`config.mk`:
```
export PLATFORM = sky130hd
export DESIGN_NAME = epx_port
export DESIGN_NICKNAME = d
export VERILOG_FILES = /design/src/rtl/epx_pin_cell.v /design/src/rtl/epx_port.v
export VERILOG_INCLUDE_DIRS = /design/src /design/src/common
export SDC_FILE = /design/constraint.sdc
export NUM_CORES = 1
export LEC_CHECK = 0
export ABC_AREA = 1
export BUFFER_PORTS_ARGS = -buffer_cell sky130_fd_sc_hd__buf_2
export CAP_MARGIN = 15
export CORE_ASPECT_RATIO = 0.75
export CORE_MARGIN = 3
export CORE_UTILIZATION = 40
export DETAILED_ROUTE_END_ITERATION = 7
export GPL_TIMING_DRIVEN = 1
export PLACE_DENSITY = 0.62
export SETUP_SLACK_MARGIN = 0.4
export SYNTH_ARGS = -nofsm -noshare
export SYNTH_HDL_FRONTEND = slang
export SYNTH_SLANG_ARGS = --single-unit
export TNS_END_PERCENT = 20
```
`constraint.sdc`:
```
create_clock -name core_clk -period 1.2 [get_ports core_clk]
set_input_delay 0.18 -clock core_clk [delete_from_list [all_inputs] [get_ports core_clk]]
set_output_delay 0.18 -clock core_clk [all_outputs]
set_load 0.01 [all_outputs]
```
`src/common/epx_regs.vh`:
```
// Register map, reset values and field layout of the eight-pin port
// ==========================================================
// Notes on behaviour
// Direction bit one means output, zero input
// Analog select one routes pin to converter
// Output pin driven from data latch
// Output pin reads back latch value
// Input pin keeps driver off
// Input pin write updates latch only
// Input pin reads sampled pin level
// Read-modify-write reloads input bits from pins
// Software loads latch before enabling output
// Analog pin reads as zero
// Reset: direction zeros, analog select ones
// Bits fifteen to eight map pins seven-zero
// Software sets analog or digital input correctly
// Low-power float mode disables drivers, inputs
// Single-cycle byte-wide register access
// ==========================================================
`ifndef EPX_REGS_VH
`define EPX_REGS_VH

// ==========================================================
// Offsets
`define EPX_ADDR_W 8
`define EPX_OFF_DATA 8'h0b
`define EPX_OFF_DIR 8'h1b
`define EPX_OFF_ANA 8'h1f
`define EPX_OFF_MODE 8'h20

// ==========================================================
// Reset values and fields
`define EPX_DIR_RST 8'h00
`define EPX_ANA_RST 8'hff
`define EPX_DATA_RST 8'h00
`define EPX_MODE_RST 8'h00
`define EPX_MODE_FLOAT_BIT 0
`define EPX_MODE_LOWPWR_BIT 1
`define EPX_PIN_LSB 8

`endif

```
`src/rtl/epx_pin_cell.v`:
```
// One port pin: drive control, input blocking and readback
`timescale 1ns/1ps
module epx_pin_cell (
   // Configuration
   input wire dir,
   input wire ana,
   input wire latch,
   input wire park,
   // Pin
   input wire pin_in,
   output wire drv_en,
   output wire drv_val,
   // Readback
   output wire rd_val
);
   wire in_open;

   // drive rule
   assign drv_en = dir & ~ana & ~park;
   assign drv_val = latch;
   // blocked input buffer
   assign in_open = ~park & ~ana;
   // readback select
   assign rd_val = ana ? 1'b0 : (dir ? latch : (pin_in & in_open));
endmodule

```
`src/rtl/epx_port.v`:
```
// Eight-pin general-purpose port with analog select, register slave
//
// The plain strobed port was left to the implementer.
`timescale 1ns/1ps
`include "epx_regs.vh"
module epx_port #(
   parameter WIDTH = 8
) (
   // Clock and reset
   input wire core_clk,
   input wire rst_n,
   // Register port
   input wire [`EPX_ADDR_W-1:0] reg_addr,
   input wire [15:0] reg_wdata,
   input wire reg_wr,
   input wire reg_rd,
   input wire reg_rmw,
   output reg [15:0] reg_rdata,
   // Low-power state from the clock controller
   input wire stop_mode,
   // Pins
   input wire [WIDTH-1:0] pin_in,
   output reg [WIDTH-1:0] pin_out,
   output reg [WIDTH-1:0] pin_oe,
   // Converter routing
   output reg [WIDTH-1:0] ana_route
);
   // ==========================================================
   // Registers
   reg [WIDTH-1:0] data_r;
   reg [WIDTH-1:0] dir_r;
   reg [WIDTH-1:0] ana_r;
   reg [7:0] mode_r;
   wire [WIDTH-1:0] drv_en;
   wire [WIDTH-1:0] drv_val;
   wire [WIDTH-1:0] rd_bits;
   wire park;
   wire [WIDTH-1:0] wr_bits;
   wire [WIDTH-1:0] data_nxt;
   reg [15:0] rdata_nxt;

   // float only when selected and in a low-power state
   assign park = mode_r[`EPX_MODE_FLOAT_BIT] & (stop_mode | mode_r[`EPX_MODE_LOWPWR_BIT]);

   // ==========================================================
   // Per-pin cells
   genvar i;
   generate
      for (i = 0; i < WIDTH; i = i + 1) begin : g_pin
         epx_pin_cell u_cell (
            .dir(dir_r[i]),
            .ana(ana_r[i]),
            .latch(data_r[i]),
            .park(park),
            .pin_in(pin_in[i]),
            .drv_en(drv_en[i]),
            .drv_val(drv_val[i]),
            .rd_val(rd_bits[i])
         );
      end
   endgenerate

   // pins sit in upper byte of the bus word
   assign wr_bits = reg_wdata[`EPX_PIN_LSB +: WIDTH];
   // modify cycle stores pin level for input bits
   assign data_nxt = reg_rmw ? ((wr_bits & dir_r) | (rd_bits & ~dir_r)) : wr_bits;

   // ==========================================================
   // Register writes
   // single-cycle writes, reset values
   always @(posedge core_clk or negedge rst_n) begin
      if (!rst_n) begin
         data_r <= `EPX_DATA_RST;
         dir_r <= `EPX_DIR_RST;
         ana_r <= `EPX_ANA_RST;
         mode_r <= `EPX_MODE_RST;
      end else if (reg_wr) begin
         case (reg_addr)
            // latch written regardless of direction
            `EPX_OFF_DATA: data_r <= data_nxt;
            `EPX_OFF_DIR: dir_r <= wr_bits;
            `EPX_OFF_ANA: ana_r <= wr_bits;
            `EPX_OFF_MODE: mode_r <= reg_wdata[7:0];
            default: ;
         endcase
      end
   end

   // ==========================================================
   // Read path
   always @* begin
      rdata_nxt = 16'h0000;
      case (reg_addr)
         // readback
         `EPX_OFF_DATA: rdata_nxt[`EPX_PIN_LSB +: WIDTH] = rd_bits;
         `EPX_OFF_DIR: rdata_nxt[`EPX_PIN_LSB +: WIDTH] = dir_r;
         `EPX_OFF_ANA: rdata_nxt[`EPX_PIN_LSB +: WIDTH] = ana_r;
         `EPX_OFF_MODE: rdata_nxt[7:0] = mode_r;
         default: rdata_nxt = 16'h0000;
      endcase
   end

   // ==========================================================
   // Registered outputs
   always @(posedge core_clk or negedge rst_n) begin
      if (!rst_n) begin
         reg_rdata <= 16'h0000;
         pin_out <= `EPX_DATA_RST;
         pin_oe <= `EPX_DIR_RST;
         ana_route <= `EPX_ANA_RST;
      end else begin
         reg_rdata <= reg_rd ? rdata_nxt : 16'h0000;
         // pin drive
         pin_out <= drv_val;
         pin_oe <= drv_en;
         // converter routing
         ana_route <= ana_r;
      end
   end
endmodule

```
==> results of run 1 <==
how the worst max path moves through the flow:
stage | start | to | cells after the start
floorplan | reg_addr[7] | dir_r[0] | 7
global placement | mode_r[1] | reg_rdata[12] | 6
detailed placement | reg_addr[7] | reg_rdata[12] | 9
CTS | mode_r[1] | reg_rdata[12] | 6
global route | mode_r[1] | reg_rdata[9] | 6
finish | mode_r[1] | pin_oe[3] | 3
final cells by class:
class                   instances  area (um^2)  share of cell area, %
flip-flops and latches         72         1820                   40.2
multi-input cells             242         1360                   30.1
repair buffers                103          774                   17.1
inverters                      42          196                   4.34
clock buffers                  11          141                   3.12
well taps                     101          126                   2.79
clock inverters                 5          104                   2.29
state kept, by name, summed over array words and instances, names as in the netlist:
name,cells
ana_r,8
ana_route,8
data_r,8
dir_r,8
mode_r,8
pin_oe,8
pin_out,8
reg_rdata,16
cell usage after synthesis (all sizes together):
cell and n:
o21ai 9, dfrtp 56, inv 42, dfstp 16, a21oi 16, buf 5, nor3 16, nand4 9
nand2 125, clkbuf 1, nand3 29, nor2 38
metrics by stage:
stage                     std cells  utilization, %  TNS (ns)  cell area (um^2)  total power [mW]
after floorplan                 362               -         0              3260              2.96
after global placement          555            52.0   -0.0771              3920              3.24
after detailed placement        555            52.0    -0.482              3920              3.25
after CTS                       573            57.2    -0.110              4310              5.65
after global routing            576            60.1    -0.406              4530              5.92
final                           576            60.1         0              4530              5.65
per-layer routing:
| metal | vias up | routed length (um) | track usage (%) |
|---|---|---|---|
| met5 | - | 0 | 0 |
| met4 | 0 | 110 | 6.42 |
| met3 | 10 | 412 | 4.51 |
| met2 | 74 | 3660 | 27.9 |
| met1 | 1294 | 3800 | 26.7 |
| li1 | 1360 | - | - |
cell families (layout without fill, tap and decap cells):
| group | after synthesis | in the layout | synth area share (%) |
|---|---|---|---|
| AO/OA/AOI/OAI | 25 | 25 | 4.28 |
| buffers and inverters | 48 | 161 | 6.44 |
| flip-flops | 72 | 72 | 57.2 |
| AND/OR/NAND/NOR | 217 | 217 | 32.1 |
layout by cell type, fill, tap and decap left out, types with 10 or more instances in the layout:
cell type / synthesis / final
nand2_2: 6 / 26
buf_2: 2 / 58
buf_4: 0 / 18
dfrtp_1: 56 / 56
nand2_1: 117 / 86
dfstp_2: 16 / 16
nand2_4: 2 / 12
a21oi_1: 16 / 12
nor2_1: 30 / 28
clkbuf_8: 0 / 10
inv_1: 39 / 33
nand3_1: 28 / 26
nor3_1: 16 / 15
buf_6: 3 / 21
worst min-delay path: stages:
cell,delay (ns)
buf_2,0.07
nand3_1,0.06
nand2_1,0.06
power groups by stage:
stage                     sequential, mW  clock [mW]  combinational, mW
after detailed placement            2.69           0              0.561
final                               2.65        2.34              0.657
after CTS                           2.65        2.40              0.599
after floorplan                     2.71           0              0.249
after global placement              2.69           0              0.553
after global routing                2.67        2.52              0.729
timing repair:
item	CTS	global route
pin swaps	19	53
endpoints found under the hold margin	56	0
hold buffers	1	0
gates resized for setup	29	62
buffers inserted	1	3
setup endpoints to repair	84	96
==> impl_metrics.ini, run 1 <==
[placed_design]
portBuffers = 77
dp_hpwl_um = 5480
place_ws_ns = -0.0710
gp_congestion = 0.860

[worst_setup_path]
required_ns = 1.45
cp-start-kind = register
crit_buf_inv = 1
end_kind = register
worst_path_largest_cell_delay_ns = 0.41
reg2regPathDepth = 3
timing.rr.start = mode_r[1]
rr_endpoint = pin_oe[3]
rrSetupSlack_ns = 0.003
crit_slowest_cell = dfrtp_1
worst-path-max-fanout = 8
crit_family = flip-flops
crit_chain = o21ai_4 > inv_1 > nor3_1
critPathArrivalTime_ns = 1.45
crit_type = reg -> reg

[timing]
period_share_pct = 99.7
finalCriticalPeriod_ns = 1.20
finalMaxSlewViolations = 0
slew_headroom_pct = 70.7
finalWorstSetupSlack_ns = 0.00326
hold_viol_final = 0
rsz0062_at_grt = yes
tightest_slew_ns = 0.439
skew_ns = 0.00766
max_freq_mhz = 836
hold_slack_ns = 0.0635
setup_violations = 0

[logic_synthesis]
ys_warn_count = 0
synth_top_area_cell = dfrtp_1
synth_seq_cells = 72
ys_seq_area_share_pct = 57.2
synth_area_um2 = 3190
synthTopCellsByArea = dfrtp_1, nand2_1, dfstp_2
synth_cell_types = 22
synth_top_cell_area_share_pct = 44.0
syn_nets = 400
syn_inst = 362
syn_area_per_cell_um2 = 8.80

[power]
powerDensity_nw_per_um2 = 1250
netSwitchingFraction_pct = 23.9
leakagePower_nw = 2.29
p_int_mw = 4.30
p_clk_share_pct = 41.4
ir_worst_vdd_mv = 0.960
p_switching_mw = 1.35
comb_power_share_pct = 11.6
seqPwrFrac_pct = 47.0

[routing]
routed_wl_um = 7990
wire_per_inst_um = 13.9
antenna_left = 0
drt_first_pass_iters = 4
drc = 0
drtIter0Drc = 104
routed_via_density = 4.75
vias = 2738

[floorplan]
initial_core_util_pct = 42.3
dieArea_um2 = 9080
dieWidth_um = 109
die_y_um = 83.3
row_count = 27
core_um2 = 7530
io_pins = 78

[global_route]
antenna_found_initial = 0
grt.overflow.total = 0
grt_pass1_vias = 2687
grt_pass1_wl_um = 13100
grt_usage_pct = 18.8
grt_max_degree = 73

[cells_and_area]
layout.nets = 508
synthToLayoutAreaGrowth_pct = 42.1
fill_cells = 646
drive_gt1_share_pct = 42.9
num_antenna_cells = 0

[clock_tree]
root_buffer = clkbuf_8
clk-insertion-delay-late_ns = 0.34
cts_tree = yes
clock_sinks = 72
clockBufferDepth = 2
cts_max_level = 3
clkTransAtPathRegs_ns = 0.07
cts_made_buffers = 9

[hold_path]
min_delay_worst_endpoint = mode_r[1]
hold_start = reg_wdata[1]
min_path_type = in -> reg
min_path_cells = 3

[status]
status = finished, final reports clean

[flow_run]
cap_violations = 0
No activity file was read; power rests on OpenSTA's default activity.
==> inputs of run 2 (changes only) <==
- CORE_ASPECT_RATIO: 0.75 -> 1.4
- PLACE_DENSITY: 0.62 -> 0.64
- clock period: 1.2 -> 1.1 ns (I/O delays scaled with it)
==> run 2 against run 1 <==
The run now ends with negative hold slack, negative setup slack left. Core utilization decreased by 0.60 points. Critical path type unchanged. Register-to-register slack got worse by 0.10 ns. Sequential share of layout area increased by 0.34 points. Final cell count decreased by 0.87%.
==> impl_metrics.ini, run 2 (synthesis gave the netlist of run 1 again) <==
[status]
status = finished, violations left
violations = negative hold slack, negative setup slack

[cells_and_area]
fill_cells = 642
fin_cells = 571
num_antenna_cells = 0
layout.nets = 507
synthToLayoutAreaGrowth_pct = 41.0
final_cell_mix = nand2_1, buf_2, dfrtp_1
drive_gt1_share_pct = 43.2
regMostFlops = reg_rdata
largest_reg_flops = 16
layout_commonest_cell = nand2_1

[timing]
skew_ns = 0.00442
max_freq_mhz = 836
setup_violations = 25
rsz0062_at_grt = yes
finalMaxSlewViolations = 0
slew_headroom_pct = 73.9
hold_viol_final = 56
tightest_slew_ns = 0.391
finalCriticalPeriod_ns = 1.20
hold_slack_ns = -0.163
finalWorstSetupSlack_ns = -0.0963
period_share_pct = 109

[power]
leakagePower_nw = 2.26
powerDensity_nw_per_um2 = 1280
power.total_mw = 5.74
ir_worst_vdd_mv = 0.840

[floorplan]
core_um2 = 7550
io_pins = 78
dieWidth_um = 81.4
initial_core_util_pct = 42.2
die_y_um = 112
row_count = 37
dieArea_um2 = 9090

[routing]
wire_per_inst_um = 14.2
vias = 2796
antenna_left = 0
routed_wl_um = 8110
drc = 0
drt_first_pass_iters = 5
routed_via_density = 4.90
drtIter0Drc = 79

[clock_tree]
root_buffer = clkbuf_8
cts_tree = yes
clock_sinks = 72
clockBufferDepth = 2
clkTransAtPathRegs_ns = 0.07
cts_made_buffers = 9
clk-insertion-delay-late_ns = 0.34
cts_max_level = 3

[global_route]
antenna_found_initial = 0
grt_max_degree = 73
grt.overflow.total = 0
grt_pass1_vias = 2779
grt_usage_pct = 18.5
grt_pass1_wl_um = 12800

[hold_path]
min_path_type = in -> async

[placed_design]
gp_congestion = 0.822
place_ws_ns = -0.160
place_inst = 552
dp_hpwl_um = 5570
portBuffers = 77

[worst_setup_path]
crit_chain = o21ai_4 > buf_6 > nand2_1 > nand2_1 > nand2_1 > a21oi_2
crit_slowest_cell = dfrtp_1
cp_common_cell = nand2_1
end_kind = register
critPathArrivalTime_ns = 1.47
cp-start-kind = register
required_ns = 1.37
worst_path_largest_cell_delay_ns = 0.41
worst-path-max-fanout = 7
crit_type = reg -> reg

[flow_run]
cap_violations = 0
[run 2: changes by cell type in the layout (fill, tap and decap cells not counted), moves of 4 or more]
cell     delta
nor3_1      -8
nand2_1     +9
nor3_4      +5
nand2_4     -7
buf_4       -4
[run 2: cell type report]
type	count	area, um^2	area share, %
sequential	72	1820	40.6
multi-input combinational	242	1380	30.7
timing repair buffer	102	769	17.1
inverter	42	200	4.46
clock buffer	13	159	3.54
tap	97	121	2.70
clock inverter	3	40.0	0.892
[run 2: path summary, 6_finish.rpt]
check                               from            end  slack, ns  cells after the start
setup / recovery               mode_r[1]  reg_rdata[15]       -0.1                      6
hold / removal                     rst_n   reg_rdata[4]      -0.16                      2
setup reg to reg               mode_r[1]  reg_rdata[15]       -0.1                      6
hold reg to reg                 ana_r[2]   ana_route[2]       0.40                      0
max in group asynchronous          rst_n       ana_r[2]       0.90                      2
min in group core_clk      reg_wdata[11]       ana_r[3]       0.05                      3
[run 2: layer usage]
metal | vias up | track usage [%] | wire [um]
met3 | 21 | 3.88 | 425
met5 | - | 0 | 0
met2 | 94 | 28.7 | 4100
li1 | 1356 | - | -
met4 | 0 | 10.4 | 255
met1 | 1325 | 23.7 | 3330
[run 2: power breakdown]
| part | total [mW] | switching (mW) | internal [mW] |
|---|---|---|---|
| Clock | 2.10 | 0.934 | 1.17 |
| Sequential | 2.90 | 0.0952 | 2.80 |
| Combinational | 0.744 | 0.417 | 0.327 |
[run 2: what timing repair did]
item / CTS / global route
pin swaps: 56 / 39
endpoints found under the setup margin: 96 / 96
endpoints found under the hold margin: 56 / 56
setup buffers: 2 / 1
gates resized for setup: 34 / 57
[run 2: per-stage QoR]
step | hold slack [ns] | utilization (%) | area (um^2) | TNS (ns)
CTS | -0.154 | 56.8 | 4280 | -0.913
finish | -0.163 | 59.5 | 4490 | -1.10
detailed placement | 0.223 | 52.0 | 3920 | -3.04
global placement | 0.222 | 52.0 | 3920 | -2.15
global route | -0.138 | 59.5 | 4490 | -2.88
floorplan | -0.131 | - | 3260 | 0
[run 2: worst max-delay path, delay by kind of cell (launching register included)]
family,cells,cell delay (ns)
flip-flops,1,0.41
AO/OA/AOI/OAI,2,0.30
AND/OR/NAND/NOR,3,0.24
buffers and inverters,1,0.17
==> inputs of run 3 (changes only) <==
- ABC_AREA: 1 -> not set
- CORE_UTILIZATION: 40 -> 47
- PLACE_DENSITY: 0.64 -> 0.74
==> run 3 against run 2 <==
The run still ends with negative hold slack, negative setup slack left. Wire length shrank 4.6%. Highest routed layer unchanged. Design area shrank 4.6%. Critical endpoint is now reg_rdata[10]. Global-route usage grew 3.7 points. Flip-flop and latch count is the same. Largest power group unchanged. Area after synthesis shrank 6.5%. Sequential share of layout area grew 2.0 points. Maximum frequency shrank 3.3%. Clock power grew 20%. Clock skew grew 0.0019 ns. First-iteration DRC count grew 130%. Core utilization grew 12 points. Register-to-register slack lost 0.04 ns.
==> impl_metrics.ini, run 3 <==
[cells_and_area]
synthToLayoutAreaGrowth_pct = 43.8
final_cell_mix = buf_2, dfrtp_1, buf_4
fin_area_um2 = 4290
num_antenna_cells = 0
fin_cells = 409
fin_util_pct = 71.6
layout_commonest_cell = buf_2
regMostFlops = reg_rdata
layout.nets = 372
drive_gt1_share_pct = 62.5
fill_cells = 394
largest_reg_flops = 16

[floorplan]
io_pins = 78
die_y_um = 100
row_count = 33
core_um2 = 5990
dieWidth_um = 73.3
dieArea_um2 = 7340
initial_core_util_pct = 49.8

[global_route]
grt_max_degree = 73
grt_pass1_wl_um = 12200
antenna_found_initial = 0
grt_usage_pct = 22.3
grt_pass1_vias = 2441
grt.overflow.total = 0

[timing]
max_freq_mhz = 808
tightest_slew_ns = 0.402
slew_headroom_pct = 72.8
rsz0062_at_grt = yes
finalCriticalPeriod_ns = 1.24
hold_slack_ns = -0.192
hold_viol_final = 56
setup_violations = 22
skew_ns = 0.00630
period_share_pct = 113
finalWorstSetupSlack_ns = -0.138
finalMaxSlewViolations = 0

[power]
leakagePower_nw = 2.14
powerDensity_nw_per_um2 = 1410
ir_worst_vdd_mv = 1.27

[logic_synthesis]
synth_commonest_cells = dfrtp_1, a31oi_1, dfstp_2, mux2_2, nand2_1
syn_nets = 256
ys_warn_count = 0
synthTopCellsByArea = dfrtp_1, dfstp_2, mux2_2
synth.most_common_cell = dfrtp_1
synth_area_um2 = 2980
ys_seq_area_share_pct = 61.2
synth_cell_types = 33
synth_top_area_cell = dfrtp_1
syn_area_per_cell_um2 = 13.7
async_reset_ff_share_pct = 100
synth_top_cell_area_share_pct = 47.0
syn_inst = 218
synth_seq_cells = 72
synthFlopType = dfrtp_1
synth-edff-count = 0

[routing]
routed_via_density = 5.70
antenna_left = 0
wire_per_inst_um = 18.9
drtIter0Drc = 179
routed_wl_um = 7730
drt_first_pass_iters = 4
vias = 2332
drc = 0

[worst_setup_path]
crit_chain = o21ai_4 > buf_6 > a22oi_2 > o32ai_2
end_kind = register
crit_slowest_cell = dfrtp_1
cp-start-kind = register
required_ns = 1.36
crit_type = reg -> reg
worst-path-max-fanout = 5
critPathArrivalTime_ns = 1.49
worst_path_largest_cell_delay_ns = 0.42

[placed_design]
gp_congestion = 0.810
place_inst = 385
dp_hpwl_um = 4680
portBuffers = 77
dpl_cell_area_um2 = 3650

[clock_tree]
clock_sinks = 72
clk-insertion-delay-late_ns = 0.35
root_buffer = clkbuf_8
cts_made_buffers = 9
clkTransAtPathRegs_ns = 0.08
clockBufferDepth = 2
cts_tree = yes
cts_max_level = 3

[flow_run]
cap_violations = 0

[status]
status = finished, violations left
violations = negative hold slack, negative setup slack

[hold_path]
min_path_type = in -> async
[run 3: cell types whose count changed in the layout (fill, tap and decap cells not counted), sizes merged, moves of 11 or more]
cell / delta
nand3: -28
nor2: -36
a21oi: -16
mux2: +24
a31oi: +16
buf: +11
nand2: -116
inv: -39
nor3: -15
[run 3: final cells by class]
cell class | count | area [um^2] | share of cell area, %
sequential | 72 | 1820 | 42.5
multi-input combinational | 136 | 1340 | 31.3
tap | 70 | 87.6 | 2.04
clock buffer | 9 | 124 | 2.89
clock inverter | 7 | 120 | 2.80
inverter | 2 | 7.51 | 0.175
timing repair buffer | 113 | 781 | 18.2
[run 3: worst paths after layout]
check	startpoint	endpoint	slack, ns	cells after the start
worst max-delay path	mode_r[1]	reg_rdata[10]	-0.14	4
worst min-delay path	rst_n	pin_oe[5]	-0.19	2
worst max register to register	mode_r[1]	reg_rdata[10]	-0.14	4
worst min register to register	ana_r[1]	ana_route[1]	0.40	0
max in group asynchronous	rst_n	ana_r[7]	0.94	2
min in group core_clk	reg_wdata[6]	mode_r[6]	0.04	2
[run 3: layer usage]
metal  vias to the layer above  part of all wire [%]  GRT usage [%]
met5                         -                     0              0
met4                         0                   2.1           11.9
met3                        14                   6.9           5.71
met2                        90                    51           35.5
met1                      1172                    40           27.2
li1                       1056                     -              -
[run 3: stage by stage]
stage	power, mW	TNS (ns)	hold WS [ns]	worst slack [ns]
finish	6.04	-1.81	-0.192	-0.138
global route	6.25	-2.73	-0.166	-0.183
CTS	6.03	-1.60	-0.169	-0.127
detailed placement	3.44	-13.98	0.219	-0.351
global placement	3.42	-13.07	0.211	-0.336
floorplan	3.15	-3.20	-0.131	-0.169
[run 3: cell families after synthesis]
group | after synthesis | synth area share [%]
muxes | 32 | 12.8
DFF | 72 | 61.2
and+or+nand+nor | 62 | 14.7
buffers and inverters | 10 | 1.89
AOI/OAI and AO/OA | 42 | 9.49
[run 3: power breakdown]
part	switching [mW]	internal (mW)	total, mW
combinational	0.302	0.319	0.621
sequential	0.100	2.79	2.89
clock	1.02	1.51	2.53
total	1.43	4.61	6.04
[run 3: timing repair]
item | 4_1_cts | 5_1_grt
pin swaps | 19 | 13
setup endpoints to repair | 96 | 96
gates resized for setup | 48 | 24
setup buffers | 4 | 4
hold endpoints to repair | 56 | 56
[run 3: critical path: cells and delay by family (launching register included)]
family | cells | cell delay (ns)
DFF | 1 | 0.42
AOI/OAI and AO/OA | 3 | 0.56
buffers and inverters | 1 | 0.16
